==> src/aos_scaler_regs.vh <==
// Object indices, reset values and limits of the analog output scaling stage
`ifndef AOS_SCALER_REGS_VH
`define AOS_SCALER_REGS_VH

// ==========================================================
// Object indices
`define AOS_IDX_DEC_PV        16'h6302
`define AOS_IDX_DEC_FV        16'h6332
`define AOS_IDX_FAULT_MODE    16'h6340
`define AOS_IDX_PROCESS_VALUE 16'h7300
`define AOS_IDX_IN_LOW        16'h7320
`define AOS_IDX_OUT_LOW       16'h7321
`define AOS_IDX_IN_HIGH       16'h7322
`define AOS_IDX_OUT_HIGH      16'h7323
`define AOS_IDX_FIELD_RESULT  16'h7330
`define AOS_IDX_FAULT_FV      16'h7341

// ==========================================================
// Sub-indices
`define AOS_SUB_COUNT         8'h00
`define AOS_SUB_CH0           8'h01
`define AOS_SUB_CH1           8'h02
`define AOS_NUM_ENTRIES       16'h0002

// ==========================================================
// Reset values
`define AOS_RST_IN_LOW        16'h0000
`define AOS_RST_OUT_LOW       16'h0000
`define AOS_RST_IN_HIGH       16'h1388
`define AOS_RST_OUT_HIGH      16'h1388
`define AOS_RST_FAULT_FV      16'h0000
`define AOS_RST_PROCESS_VALUE 16'h0000
`define AOS_RST_FIELD_RESULT  16'h0000
`define AOS_RST_DEC           8'h03
`define AOS_RST_FAULT_MODE    8'h01

// ==========================================================
// Field encodings and limits
`define AOS_DEC_MAX           8'h04
`define AOS_FMODE_HOLD        8'h00
`define AOS_FMODE_PREDEF      8'h01
`define AOS_FMODE_MAX         8'h01

// ==========================================================
// Timing: one quotient bit per clock
`define AOS_DIV_STEPS         6'h22

`endif

==> src/aos_scaler.v <==
// Two-channel analog output scaling stage with object dictionary access
//
// How it works
// - Input at or below low point gives low output
// - Input at or above high point gives high output
// - Inverted output span is accepted unchanged
// - Input points use the process-value decimal setting
// - Field values are signed 16-bit, field decimal resolution
// - Result held per channel, read-only, process mapped
// - Result object: two read-only signed entries
// - Fault with predefined mode drives fault value
// - Per-channel fault mode selects fault response
`timescale 1ns/1ns
`include "aos_scaler_regs.vh"

module aos_scaler (
	input  wire        clk_sys,
	input  wire        nrst,
	input  wire        ce,
	input  wire        objReq,
	input  wire        objWrite,
	input  wire [15:0] objIndex,
	input  wire [7:0]  objSub,
	input  wire [15:0] objWdata,
	output reg         objAck,
	output reg         objAbort,
	output reg  [15:0] objRdata,
	input  wire [1:0]  extSelect,
	input  wire [15:0] extValue0,
	input  wire [15:0] extValue1,
	input  wire [1:0]  faultActive,
	output reg  [15:0] fieldValue0,
	output reg  [15:0] fieldValue1,
	output reg  [1:0]  fieldUpdate
);

// ==========================================================
// Configuration store
reg        [15:0] inLow      [0:1];
reg        [15:0] inHigh     [0:1];
reg        [15:0] outLow     [0:1];
reg        [15:0] outHigh    [0:1];
reg        [15:0] faultFv    [0:1];
reg        [15:0] processVal [0:1];
reg        [7:0]  decPv      [0:1];
reg        [7:0]  decFv      [0:1];
reg        [7:0]  faultMode  [0:1];

// ==========================================================
// Object access decode
wire       subIsCh  = (objSub == `AOS_SUB_CH0) || (objSub == `AOS_SUB_CH1);
wire       subIsCnt = (objSub == `AOS_SUB_COUNT);
// Sub-index 2 addresses channel 1; every other sub-index indexes channel 0
wire       wrCh     = (objSub == `AOS_SUB_CH1);
reg        knownIdx;
reg        roIdx;
reg        badValue;
reg [15:0] next_rdata;

always @* begin
	knownIdx   = 1'b1;
	roIdx      = 1'b0;
	badValue   = 1'b0;
	next_rdata = 16'h0000;
	case (objIndex)
		`AOS_IDX_DEC_PV: begin
			next_rdata = {8'h00, decPv[wrCh]};
			badValue   = (objWdata > {8'h00, `AOS_DEC_MAX});
		end
		`AOS_IDX_DEC_FV: begin
			next_rdata = {8'h00, decFv[wrCh]};
			badValue   = (objWdata > {8'h00, `AOS_DEC_MAX});
		end
		`AOS_IDX_FAULT_MODE: begin
			next_rdata = {8'h00, faultMode[wrCh]};
			badValue   = (objWdata > {8'h00, `AOS_FMODE_MAX});
		end
		`AOS_IDX_PROCESS_VALUE: next_rdata = processVal[wrCh];
		`AOS_IDX_IN_LOW:        next_rdata = inLow[wrCh];
		`AOS_IDX_OUT_LOW:       next_rdata = outLow[wrCh];
		`AOS_IDX_IN_HIGH:       next_rdata = inHigh[wrCh];
		`AOS_IDX_OUT_HIGH:      next_rdata = outHigh[wrCh];
		`AOS_IDX_FAULT_FV:      next_rdata = faultFv[wrCh];
		`AOS_IDX_FIELD_RESULT: begin
			next_rdata = wrCh ? fieldValue1 : fieldValue0;
			roIdx      = 1'b1;
		end
		default: knownIdx = 1'b0;
	endcase
	if (subIsCnt)
		next_rdata = `AOS_NUM_ENTRIES;
end

// Sub-index zero is read-only everywhere; result entries are read-only too
wire accessOk = knownIdx && (subIsCnt || subIsCh);
wire writeOk  = accessOk && subIsCh && !roIdx && !badValue;
wire doWrite  = ce && objReq && objWrite && writeOk;

integer i;

// Refused accesses still answer, so the master never waits on a lost request
always @(posedge clk_sys) begin
	if (!nrst) begin
		objAck   <= 1'b0;
		objAbort <= 1'b0;
		objRdata <= 16'h0000;
	end else if (ce) begin
		objAck   <= objReq;
		objAbort <= objReq && (objWrite ? !writeOk : !accessOk);
		objRdata <= (objReq && !objWrite && accessOk) ? next_rdata : 16'h0000;
	end
end

// ==========================================================
// Configuration writes
// A refused write leaves every object untouched; the abort alone reports it
always @(posedge clk_sys) begin
	if (!nrst) begin
		for (i = 0; i < 2; i = i + 1) begin
			inLow[i]      <= `AOS_RST_IN_LOW;
			inHigh[i]     <= `AOS_RST_IN_HIGH;
			outLow[i]     <= `AOS_RST_OUT_LOW;
			outHigh[i]    <= `AOS_RST_OUT_HIGH;
			faultFv[i]    <= `AOS_RST_FAULT_FV;
			processVal[i] <= `AOS_RST_PROCESS_VALUE;
			decPv[i]      <= `AOS_RST_DEC;
			decFv[i]      <= `AOS_RST_DEC;
			faultMode[i]  <= `AOS_RST_FAULT_MODE;
		end
	end else begin
		if (doWrite) begin
			case (objIndex)
				`AOS_IDX_DEC_PV:        decPv[wrCh]      <= objWdata[7:0];
				`AOS_IDX_DEC_FV:        decFv[wrCh]      <= objWdata[7:0];
				`AOS_IDX_FAULT_MODE:    faultMode[wrCh]  <= objWdata[7:0];
				`AOS_IDX_PROCESS_VALUE: processVal[wrCh] <= objWdata;
				`AOS_IDX_IN_LOW:        inLow[wrCh]      <= objWdata;
				`AOS_IDX_OUT_LOW:       outLow[wrCh]     <= objWdata;
				`AOS_IDX_IN_HIGH:       inHigh[wrCh]     <= objWdata;
				`AOS_IDX_OUT_HIGH:      outHigh[wrCh]    <= objWdata;
				`AOS_IDX_FAULT_FV:      faultFv[wrCh]    <= objWdata;
				default: ;
			endcase
		end
	end
end

// ==========================================================
// Scaling engine
// One shared serial divider serves both channels in turn; it trades
// about 36 clocks per channel update for the area of a second divider.
localparam [1:0] ST_PREP = 2'h0;
localparam [1:0] ST_DIV  = 2'h1;
localparam [1:0] ST_DONE = 2'h2;
// The step count starts at zero, so the last step is one below the total
localparam [5:0] LAST_STEP = `AOS_DIV_STEPS - 6'h01;

reg  [1:0]  state;
reg         ch;
reg  [5:0]  stepCnt;
reg  [33:0] divQuo;
reg  [17:0] divRem;
reg  [16:0] divDen;
reg         spanNeg;

// ==========================================================
// Per-channel input selection, clamp and fault detection
// Both points and the input share one decimal setting, so the scale
// cancels in the ratio and the raw integers compare and interpolate directly.
wire [15:0] selIn     [0:1];
wire [1:0]  belowLow;
wire [1:0]  aboveHigh;
wire [1:0]  predefHit;
wire [1:0]  holdHit;

genvar g;
generate
	for (g = 0; g < 2; g = g + 1) begin : gChan
		assign selIn[g]     = extSelect[g] ? ((g == 0) ? extValue0 : extValue1) : processVal[g];
		assign belowLow[g]  = $signed(selIn[g]) <= $signed(inLow[g]);
		assign aboveHigh[g] = $signed(selIn[g]) >= $signed(inHigh[g]);
		assign predefHit[g] = faultActive[g] && (faultMode[g] == `AOS_FMODE_PREDEF);
		assign holdHit[g]   = faultActive[g] && (faultMode[g] != `AOS_FMODE_PREDEF);
	end
endgenerate

// ==========================================================
// Operands of the channel in turn
wire [15:0] chInput   = selIn[ch];
wire [15:0] lo        = inLow[ch];
wire [15:0] hi        = inHigh[ch];
wire [15:0] oLo       = outLow[ch];
wire [15:0] oHi       = outHigh[ch];
wire        atLow     = belowLow[ch];
wire        atHigh    = aboveHigh[ch];
wire        faultPre  = predefHit[ch];
wire        faultHold = holdHit[ch];
wire [16:0] diffIn  = {chInput[15], chInput} - {lo[15], lo};
wire [16:0] spanIn  = {hi[15], hi} - {lo[15], lo};
wire [16:0] spanOut = {oHi[15], oHi} - {oLo[15], oLo};
wire [16:0] spanMag = spanOut[16] ? (17'h00000 - spanOut) : spanOut;
wire [33:0] prodMag = diffIn * spanMag;

wire [17:0] remSh  = {divRem[16:0], divQuo[33]};
wire        remGe  = remSh >= {1'b0, divDen};
wire [16:0] quoS   = spanNeg ? (17'h00000 - divQuo[16:0]) : divQuo[16:0];
wire [16:0] interp = {oLo[15], oLo} + quoS;

// Fault handling outranks the clamps; a fault arriving mid-divide wins at DONE
reg         next_we;
reg  [15:0] next_result;

always @* begin
	next_we     = 1'b0;
	next_result = oLo;
	if (state == ST_PREP || state == ST_DONE) begin
		if (faultPre) begin
			next_we     = 1'b1;
			next_result = faultFv[ch];
		end else if (faultHold) begin
			next_we = 1'b0;
		end else if (state == ST_DONE) begin
			next_we     = 1'b1;
			next_result = interp[15:0];
		end else if (atLow) begin
			next_we     = 1'b1;
			next_result = oLo;
		end else if (atHigh) begin
			next_we     = 1'b1;
			next_result = oHi;
		end
	end
end

wire startDiv = (state == ST_PREP) && !faultActive[ch] && !atLow && !atHigh;

always @(posedge clk_sys) begin
	if (!nrst) begin
		state       <= ST_PREP;
		ch          <= 1'b0;
		fieldValue0 <= `AOS_RST_FIELD_RESULT;
		fieldValue1 <= `AOS_RST_FIELD_RESULT;
		fieldUpdate <= 2'h0;
	end else if (ce) begin
		fieldUpdate <= 2'h0;
		if (next_we) begin
			if (ch)
				fieldValue1 <= next_result;
			else
				fieldValue0 <= next_result;
			fieldUpdate <= ch ? 2'h2 : 2'h1;
		end
		// A hold-mode fault skips the channel without a write, so it keeps its last value
		case (state)
			ST_PREP: begin
				if (startDiv)
					state <= ST_DIV;
				else
					ch <= ~ch;
			end
			ST_DIV: begin
				if (stepCnt == LAST_STEP)
					state <= ST_DONE;
			end
			ST_DONE: begin
				ch    <= ~ch;
				state <= ST_PREP;
			end
			default: state <= ST_PREP;
		endcase
	end
end

// ==========================================================
// Serial divider: restoring division, one quotient bit per clock
// The dividend leaves the top of divQuo as quotient bits enter at the bottom.
// The divisor is never zero: with equal points every input hits a clamp first.
always @(posedge clk_sys) begin
	if (!nrst) begin
		stepCnt <= 6'h00;
		divQuo  <= 34'h000000000;
		divRem  <= 18'h00000;
		divDen  <= 17'h00000;
		spanNeg <= 1'b0;
	end else if (ce) begin
		if (startDiv) begin
			divQuo  <= prodMag;
			divRem  <= 18'h00000;
			divDen  <= spanIn;
			spanNeg <= spanOut[16];
			stepCnt <= 6'h00;
		end else if (state == ST_DIV) begin
			divRem  <= remGe ? (remSh - {1'b0, divDen}) : remSh;
			divQuo  <= {divQuo[32:0], remGe};
			stepCnt <= stepCnt + 6'h01;
		end
	end
end

endmodule // aos_scaler

==> config.mk <==
export PLATFORM = sky130hd
export DESIGN_NAME = aos_scaler
export DESIGN_NICKNAME = d
export VERILOG_FILES = /design/src/aos_scaler.v
export VERILOG_INCLUDE_DIRS = /design/src
export SDC_FILE = /design/constraint.sdc
export NUM_CORES = 2
export LEC_CHECK = 0
export BUFFER_PORTS_ARGS = -buffer_cell sky130_fd_sc_hd__buf_2
export CORE_ASPECT_RATIO = 1.25
export CORE_UTILIZATION = 40
export CTS_BUF_LIST = sky130_fd_sc_hd__clkbuf_2 sky130_fd_sc_hd__clkbuf_4 sky130_fd_sc_hd__clkbuf_8
export CTS_CLUSTER_DIAMETER = 60
export DETAILED_ROUTE_END_ITERATION = 8
export PLACE_DENSITY_LB_ADDON = 0.08
export RECOVER_POWER = 25
export SYNTH_ARGS = -nofsm -noshare
export SYNTH_HDL_FRONTEND = slang
export SYNTH_SLANG_ARGS = --single-unit
==> constraint.sdc <==
create_clock -name clk_sys -period 29.1 [get_ports clk_sys]
set_input_delay 2.91 -clock clk_sys [delete_from_list [all_inputs] [get_ports clk_sys]]
set_output_delay 2.91 -clock clk_sys [all_outputs]
set_load 0.005 [all_outputs]
* Word level (Yosys, flattened, before mapping)
Memories as Yosys holds them, arrays and structs flattened. A register that Yosys moved wholly into a read port is not among the register bits.
Cells that the tools add are included.
** Storage, ports and cells
- Bits in registers :: 130
- RAM bits :: 240
- Input port bits :: 81
- Output and inout port bits :: 52
- Logic and storage cells :: 238
- Memories :: 9
** Memory list
- faultFv :: words 2, width 16, rd ports 2, clocked after memory_dff 1, wr ports 2, RTL line aos_scaler.v:43 : reg [15:0] faultFv [0:1];
- inHigh :: words 2, width 16, rd ports 4, clocked after memory_dff 1, wr ports 2, RTL line aos_scaler.v:40 : reg [15:0] inHigh [0:1];
- inLow :: words 2, width 16, rd ports 4, clocked after memory_dff 1, wr ports 2, RTL line aos_scaler.v:39 : reg [15:0] inLow [0:1];
- outHigh :: words 2, width 16, rd ports 2, clocked after memory_dff 1, wr ports 2, RTL line aos_scaler.v:42 : reg [15:0] outHigh [0:1];
- outLow :: words 2, width 16, rd ports 2, clocked after memory_dff 1, wr ports 2, RTL line aos_scaler.v:41 : reg [15:0] outLow [0:1];
- processVal :: words 2, width 16, rd ports 3, clocked after memory_dff 0, wr ports 2, RTL line aos_scaler.v:44 : reg [15:0] processVal [0:1];
- 3 more memories
** Operators by class
- $add $sub $neg :: 8
- Multiply operators :: 1
- Magnitude comparators :: 9
- Eq/ne operators :: 22
- Mux-type cells :: 125
- Bitwise gates (word level) :: 2
- Reduce and logical (&&, ||, !) cells :: 49
** Operator list (count)
- $mux W16 :: 21
- $eq A16 B15 Y1 const B :: 10
- $pmux W16 S10 :: 1
- $reduce_or A16 Y1 :: 6
- $mux W1 :: 85
- $mux W17 :: 4
- $mux W34 :: 2
- $sub A16 B16 Y17 :: 3
- $mul A17 B17 Y34 :: 1
- $ge A16 B16 Y1 :: 2
- $le A16 B16 Y1 :: 2
- $eq A8 B1 Y1 const B :: 3
- $mux W8 :: 3
- $reduce_or A8 Y1 :: 3
- $ge A18 B17 Y1 :: 1
- $logic_and A1 B1 Y1 :: 17
- $sub A1 B17 Y17 const A :: 1
- $sub A17 B17 Y17 :: 1
- $add A16 B16 Y16 :: 1
- $gt A16 B1 Y1 const B :: 1
- $gt A16 B3 Y1 const B :: 1
- $ne A8 B1 Y1 const B :: 2
- $sub A1 B16 Y16 const A :: 1
- $mux W6 :: 2
- 22 further kinds :: 42

* Longest topological paths before layout
- Depth in word-level cells :: 13
- Gate-level depth with buffers :: 42
- Depth with buffers taken out :: 38

* Worst setup path after synthesis
No wires, ideal clock.
- Kind :: input to register
- Start :: input extSelect[0]
- End :: register divQuo[33]
- Setup time :: 122 ps
- Arrival :: 11964 ps
- Slack :: 17015 ps
- Stages on the path :: 40
- Path through :: clkbuf_1 -> buf_1 -> mux2i_1 -> nand2_1 -> nand2_1 -> ha_1 -> inv_1 -> fa_1 -> a21o_1 -> a21oi_1 -> o21ai_0 -> a31oi_1 -> nor2b_1 -> o21a_1 -> o41ai_1 -> xnor2_1 -> clkbuf_1 -> nand2_1 -> [4 not listed] -> fa_1 -> inv_1 -> fa_1 -> fa_1 -> inv_1 -> fa_1 -> inv_1 -> ha_1 -> a21o_1 -> a21oi_1 -> o21ai_0 -> a21o_1 -> a22oi_1 -> a21oi_1 -> o41ai_1 -> o21ai_0 -> xnor2_1 -> a21oi_1
** Between the ends
- Word-level cells in the longest chain between the ends :: 9
- Elaborated cells on any way between the ends :: 19
** Ends and longest elaborated chain
- start, declared :: RTL line aos_scaler.v:28 : input wire [1:0] extSelect,
- $mux W16 * :: RTL line aos_scaler.v:179 : assign selIn[g] = extSelect[g] ? ((g == 0) ? extValue0 : extValue1) : processVal[g];
- branches (longest 8 deep; another with $mul A17 B17 Y34)
- end signal, assigned :: RTL line aos_scaler.v:287 : divQuo <= prodMag;
- end signal, assigned :: RTL line aos_scaler.v:294 : divQuo <= {divQuo[32:0], remGe};
- end, declared :: RTL line aos_scaler.v:161 : reg [33:0] divQuo;
Mark *: on every way between the ends. The select of a mux whose other input is x is not followed.
A chain may end at the register's enable or synchronous reset.

* Final worst setup path
- Start :: input extSelect[0]
- End :: register divQuo[30]
The elaborated chain is that of the path after synthesis.

==> impl_metrics.tcl <==
set metrics [dict create \
    finalMaxSlewViolations 266 \
    rsz0062_at_grt "no" \
    wl_met1_um 49200 \
    max_freq_ghz 0.0777 \
    synth_enable_flop_cells 240 \
    cpPeakStageDelay_ns 0.82 \
    insertion_delay_ns 0.68 \
    initial_utilization_pct 40.6 \
    first_iter_violations 1859 \
    hold_buffers 0 \
    drive_gt1_share_pct 10.1 \
    top_level_ports 133 \
    die_width_um 262 \
    avgViaCountPerCell 5.51 \
    h-tree-depth 3 \
    outcome "complete, but fails checks" \
    vias 27300 \
    track_usage_pct 27.3 \
    numCtsBuffers 67 \
    grt_max_degree 56 \
    nFillCells 8267 \
    crit_path_end_kind "flip-flop" \
    layout.nets 4377 \
    failed_checks "max-capacitance violations, max-slew violations" \
    crit_family "adder cells" \
    start_kind "input port" \
    criticalPathCategory "in -> reg" \
    dieArea_sq_mm 0.0858 \
    tightest_slew_ns 4.01 \
    port_buffers 132 \
    first_pass_iters 5 \
    row_count 118 \
    required_ns 29.51 \
    overflow 0 \
    met2_length_um 55500 \
    area.sequential_sq_mm 0.00983 \
    final_common_cell "inv_1" \
    dp_hpwl_um 90500 \
    final.setup_skew_ns 0.0315 \
    ys_seq_elements 371 \
    clock_sinks 371 \
    met3WireLength_um 5690 \
    syn_area_sq_mm 0.0338 \
    grt_pass1_wl_um 174000 \
    setup_viol 0 \
    top_layer_used "met4" \
    fin_crit_sh_pct 44.2 \
    syn_avg_cell_area_sq_um 9.24 \
    cp_max_fo 17 \
    routed_wl_um 116000 \
    layout_common_cells "419 x inv_1, 404 x nand2_1, 274 x nor2_1" \
    dieHeight_um 327 \
    drcViolationCount 0 \
    multi_input_area_sq_mm 0.0219 \
    clk_path_buf_depth 3 \
    cts_setup_buffers 0 \
    cts_root_buf "clkbuf_8" \
    cpMostUsedCell "fa_1" \
    finalCoreUtilization_pct 44.9 \
    critPathSlowestCell "clkbuf_1" \
    slew_headroom_pct -167 \
    yosys_warnings 0 \
    synthFlopType "edfxtp_1" \
    async_reset_ff_share_pct 0 \
    cts_resized 0 \
    area_growth_pct 10.6 \
    worst-path-buf-inv 8 \
    r2r_slack_ns 18.04 \
    path_clk_slew_ns 0.06 \
    synthDistinctLibCells 90 \
    routedWlPerCell_um 23.4 \
    finalSetupTns_ns 0 \
    cts_tree "built" \
    grt_pass1_vias 27600 \
    crit_arrival_ns 13.28 \
    antenna_left 0 \
    antenna_found_initial 4 \
    gp_congestion 0.911 \
    hold_violations 0 \
    cap_violations 6 \
    core_sq_mm 0.0833 \
    fin_crit_ns 12.87 \
    synth_cells 3663 \
    ys_seq_area_share_pct 29.0 \
    hold_path_class "reg -> reg" \
]
## synth_stat cells (all sizes together) (20+ instances only)
master	number	share of area, %
nand4	22	0.50
mux4	20	1.3
o22ai	24	0.44
a221oi	28	0.72
nand2b	46	0.85
nor2	275	3.1
buf	40	0.53
mux2	51	1.7
a21o	45	1.0
a21oi	167	2.5
dfxtp	131	7.8
or3	49	0.92
xnor2	86	2.2
nor3	50	0.81
nand2	404	4.5
nand3	29	0.44
a211oi	27	0.60
xor2	39	1.0
o21ai	148	2.2
mux2i	168	5.0
nor2b	37	0.70
edfxtp	240	21
ha	256	9.5
clkbuf	130	1.5
nor4	24	0.44
and2	237	4.4
fa	229	14
inv	419	4.6
## flip-flops by register name (all words and copies together) (netlist names), 6 cells and up, named ones only
signal,cells
outLow,32
outHigh,32
divQuo,34
inLow,32
divRem,17
fieldValue0,16
inHigh,32
objRdata,16
processVal,32
faultFv,32
decFv,16
divDen,17
decPv,16
stepCnt,6
faultMode,16
fieldValue1,16
## worst reg2reg max path: cells and delay by family (launching register included)
family,cells,cell delay [ns]
buf+inv,8,1.24
fa+ha+maj,9,4.15
compound gates,14,3.52
simple gates,3,0.26
flops,1,0.86
xor+xnor,2,0.36
mux,1,0.40
## final cells by class
| cell class | count | share of cell area, % |
|---|---|---|
| multi-input combinational | 2736 | 58.5 |
| tap | 1080 | 3.61 |
| clock inverter | 30 | 1.08 |
| clock buffer | 93 | 3.07 |
| timing repair buffer | 216 | 3.22 |
| sequential | 371 | 26.3 |
| inverter | 419 | 4.20 |
| antenna | 3 | 0.0201 |
## layer usage
| layer | track usage, % | up-vias |
|---|---|---|
| li1 | - | 12800 |
| met4 | 12.9 | 0 |
| met5 | 0 | - |
| met2 | 45.5 | 778 |
| met3 | 2.82 | 198 |
| met1 | 35.4 | 13500 |
## worst paths after layout
check	start	cells past startpoint	to
setup / recovery	extSelect[0]	39	divQuo[30]$_SDFFE_PN0P_
hold / removal	divQuo[26]$_SDFFE_PN0P_	2	divQuo[26]$_SDFFE_PN0P_
setup reg to reg	flip-flop	37	divQuo[30]$_SDFFE_PN0P_
hold reg to reg	divQuo[26]$_SDFFE_PN0P_	2	divQuo[26]$_SDFFE_PN0P_
## kinds of logic after synthesis
family / Yosys count / share of synthesized area [%]
simple gates: 1215 / 17.5
xor+xnor: 125 / 3.24
buf+inv: 589 / 6.64
mux: 239 / 8.00
fa+ha+maj: 485 / 23.0
flops: 371 / 29.0
compound gates: 638 / 12.5
other cells: 1 / 0.0111
## per-stage QoR
stage	hold slack (ns)	cell area, sq um	instances	setup WS [ns]
6_report	0.459	37400	4948	16.23
5_1_grt	0.482	37400	4946	15.70
4_1_cts	0.460	37600	4945	16.92
3_5_place_dp	0.451	36000	4822	16.19
3_3_place_gp	0.448	36000	4822	16.40
2_1_floorplan	0.427	34000	3696	17.01
Power is left out: the tool's default activity adds up to more than one toggle a clock period on the data nets, which glitch-free logic cannot reach.
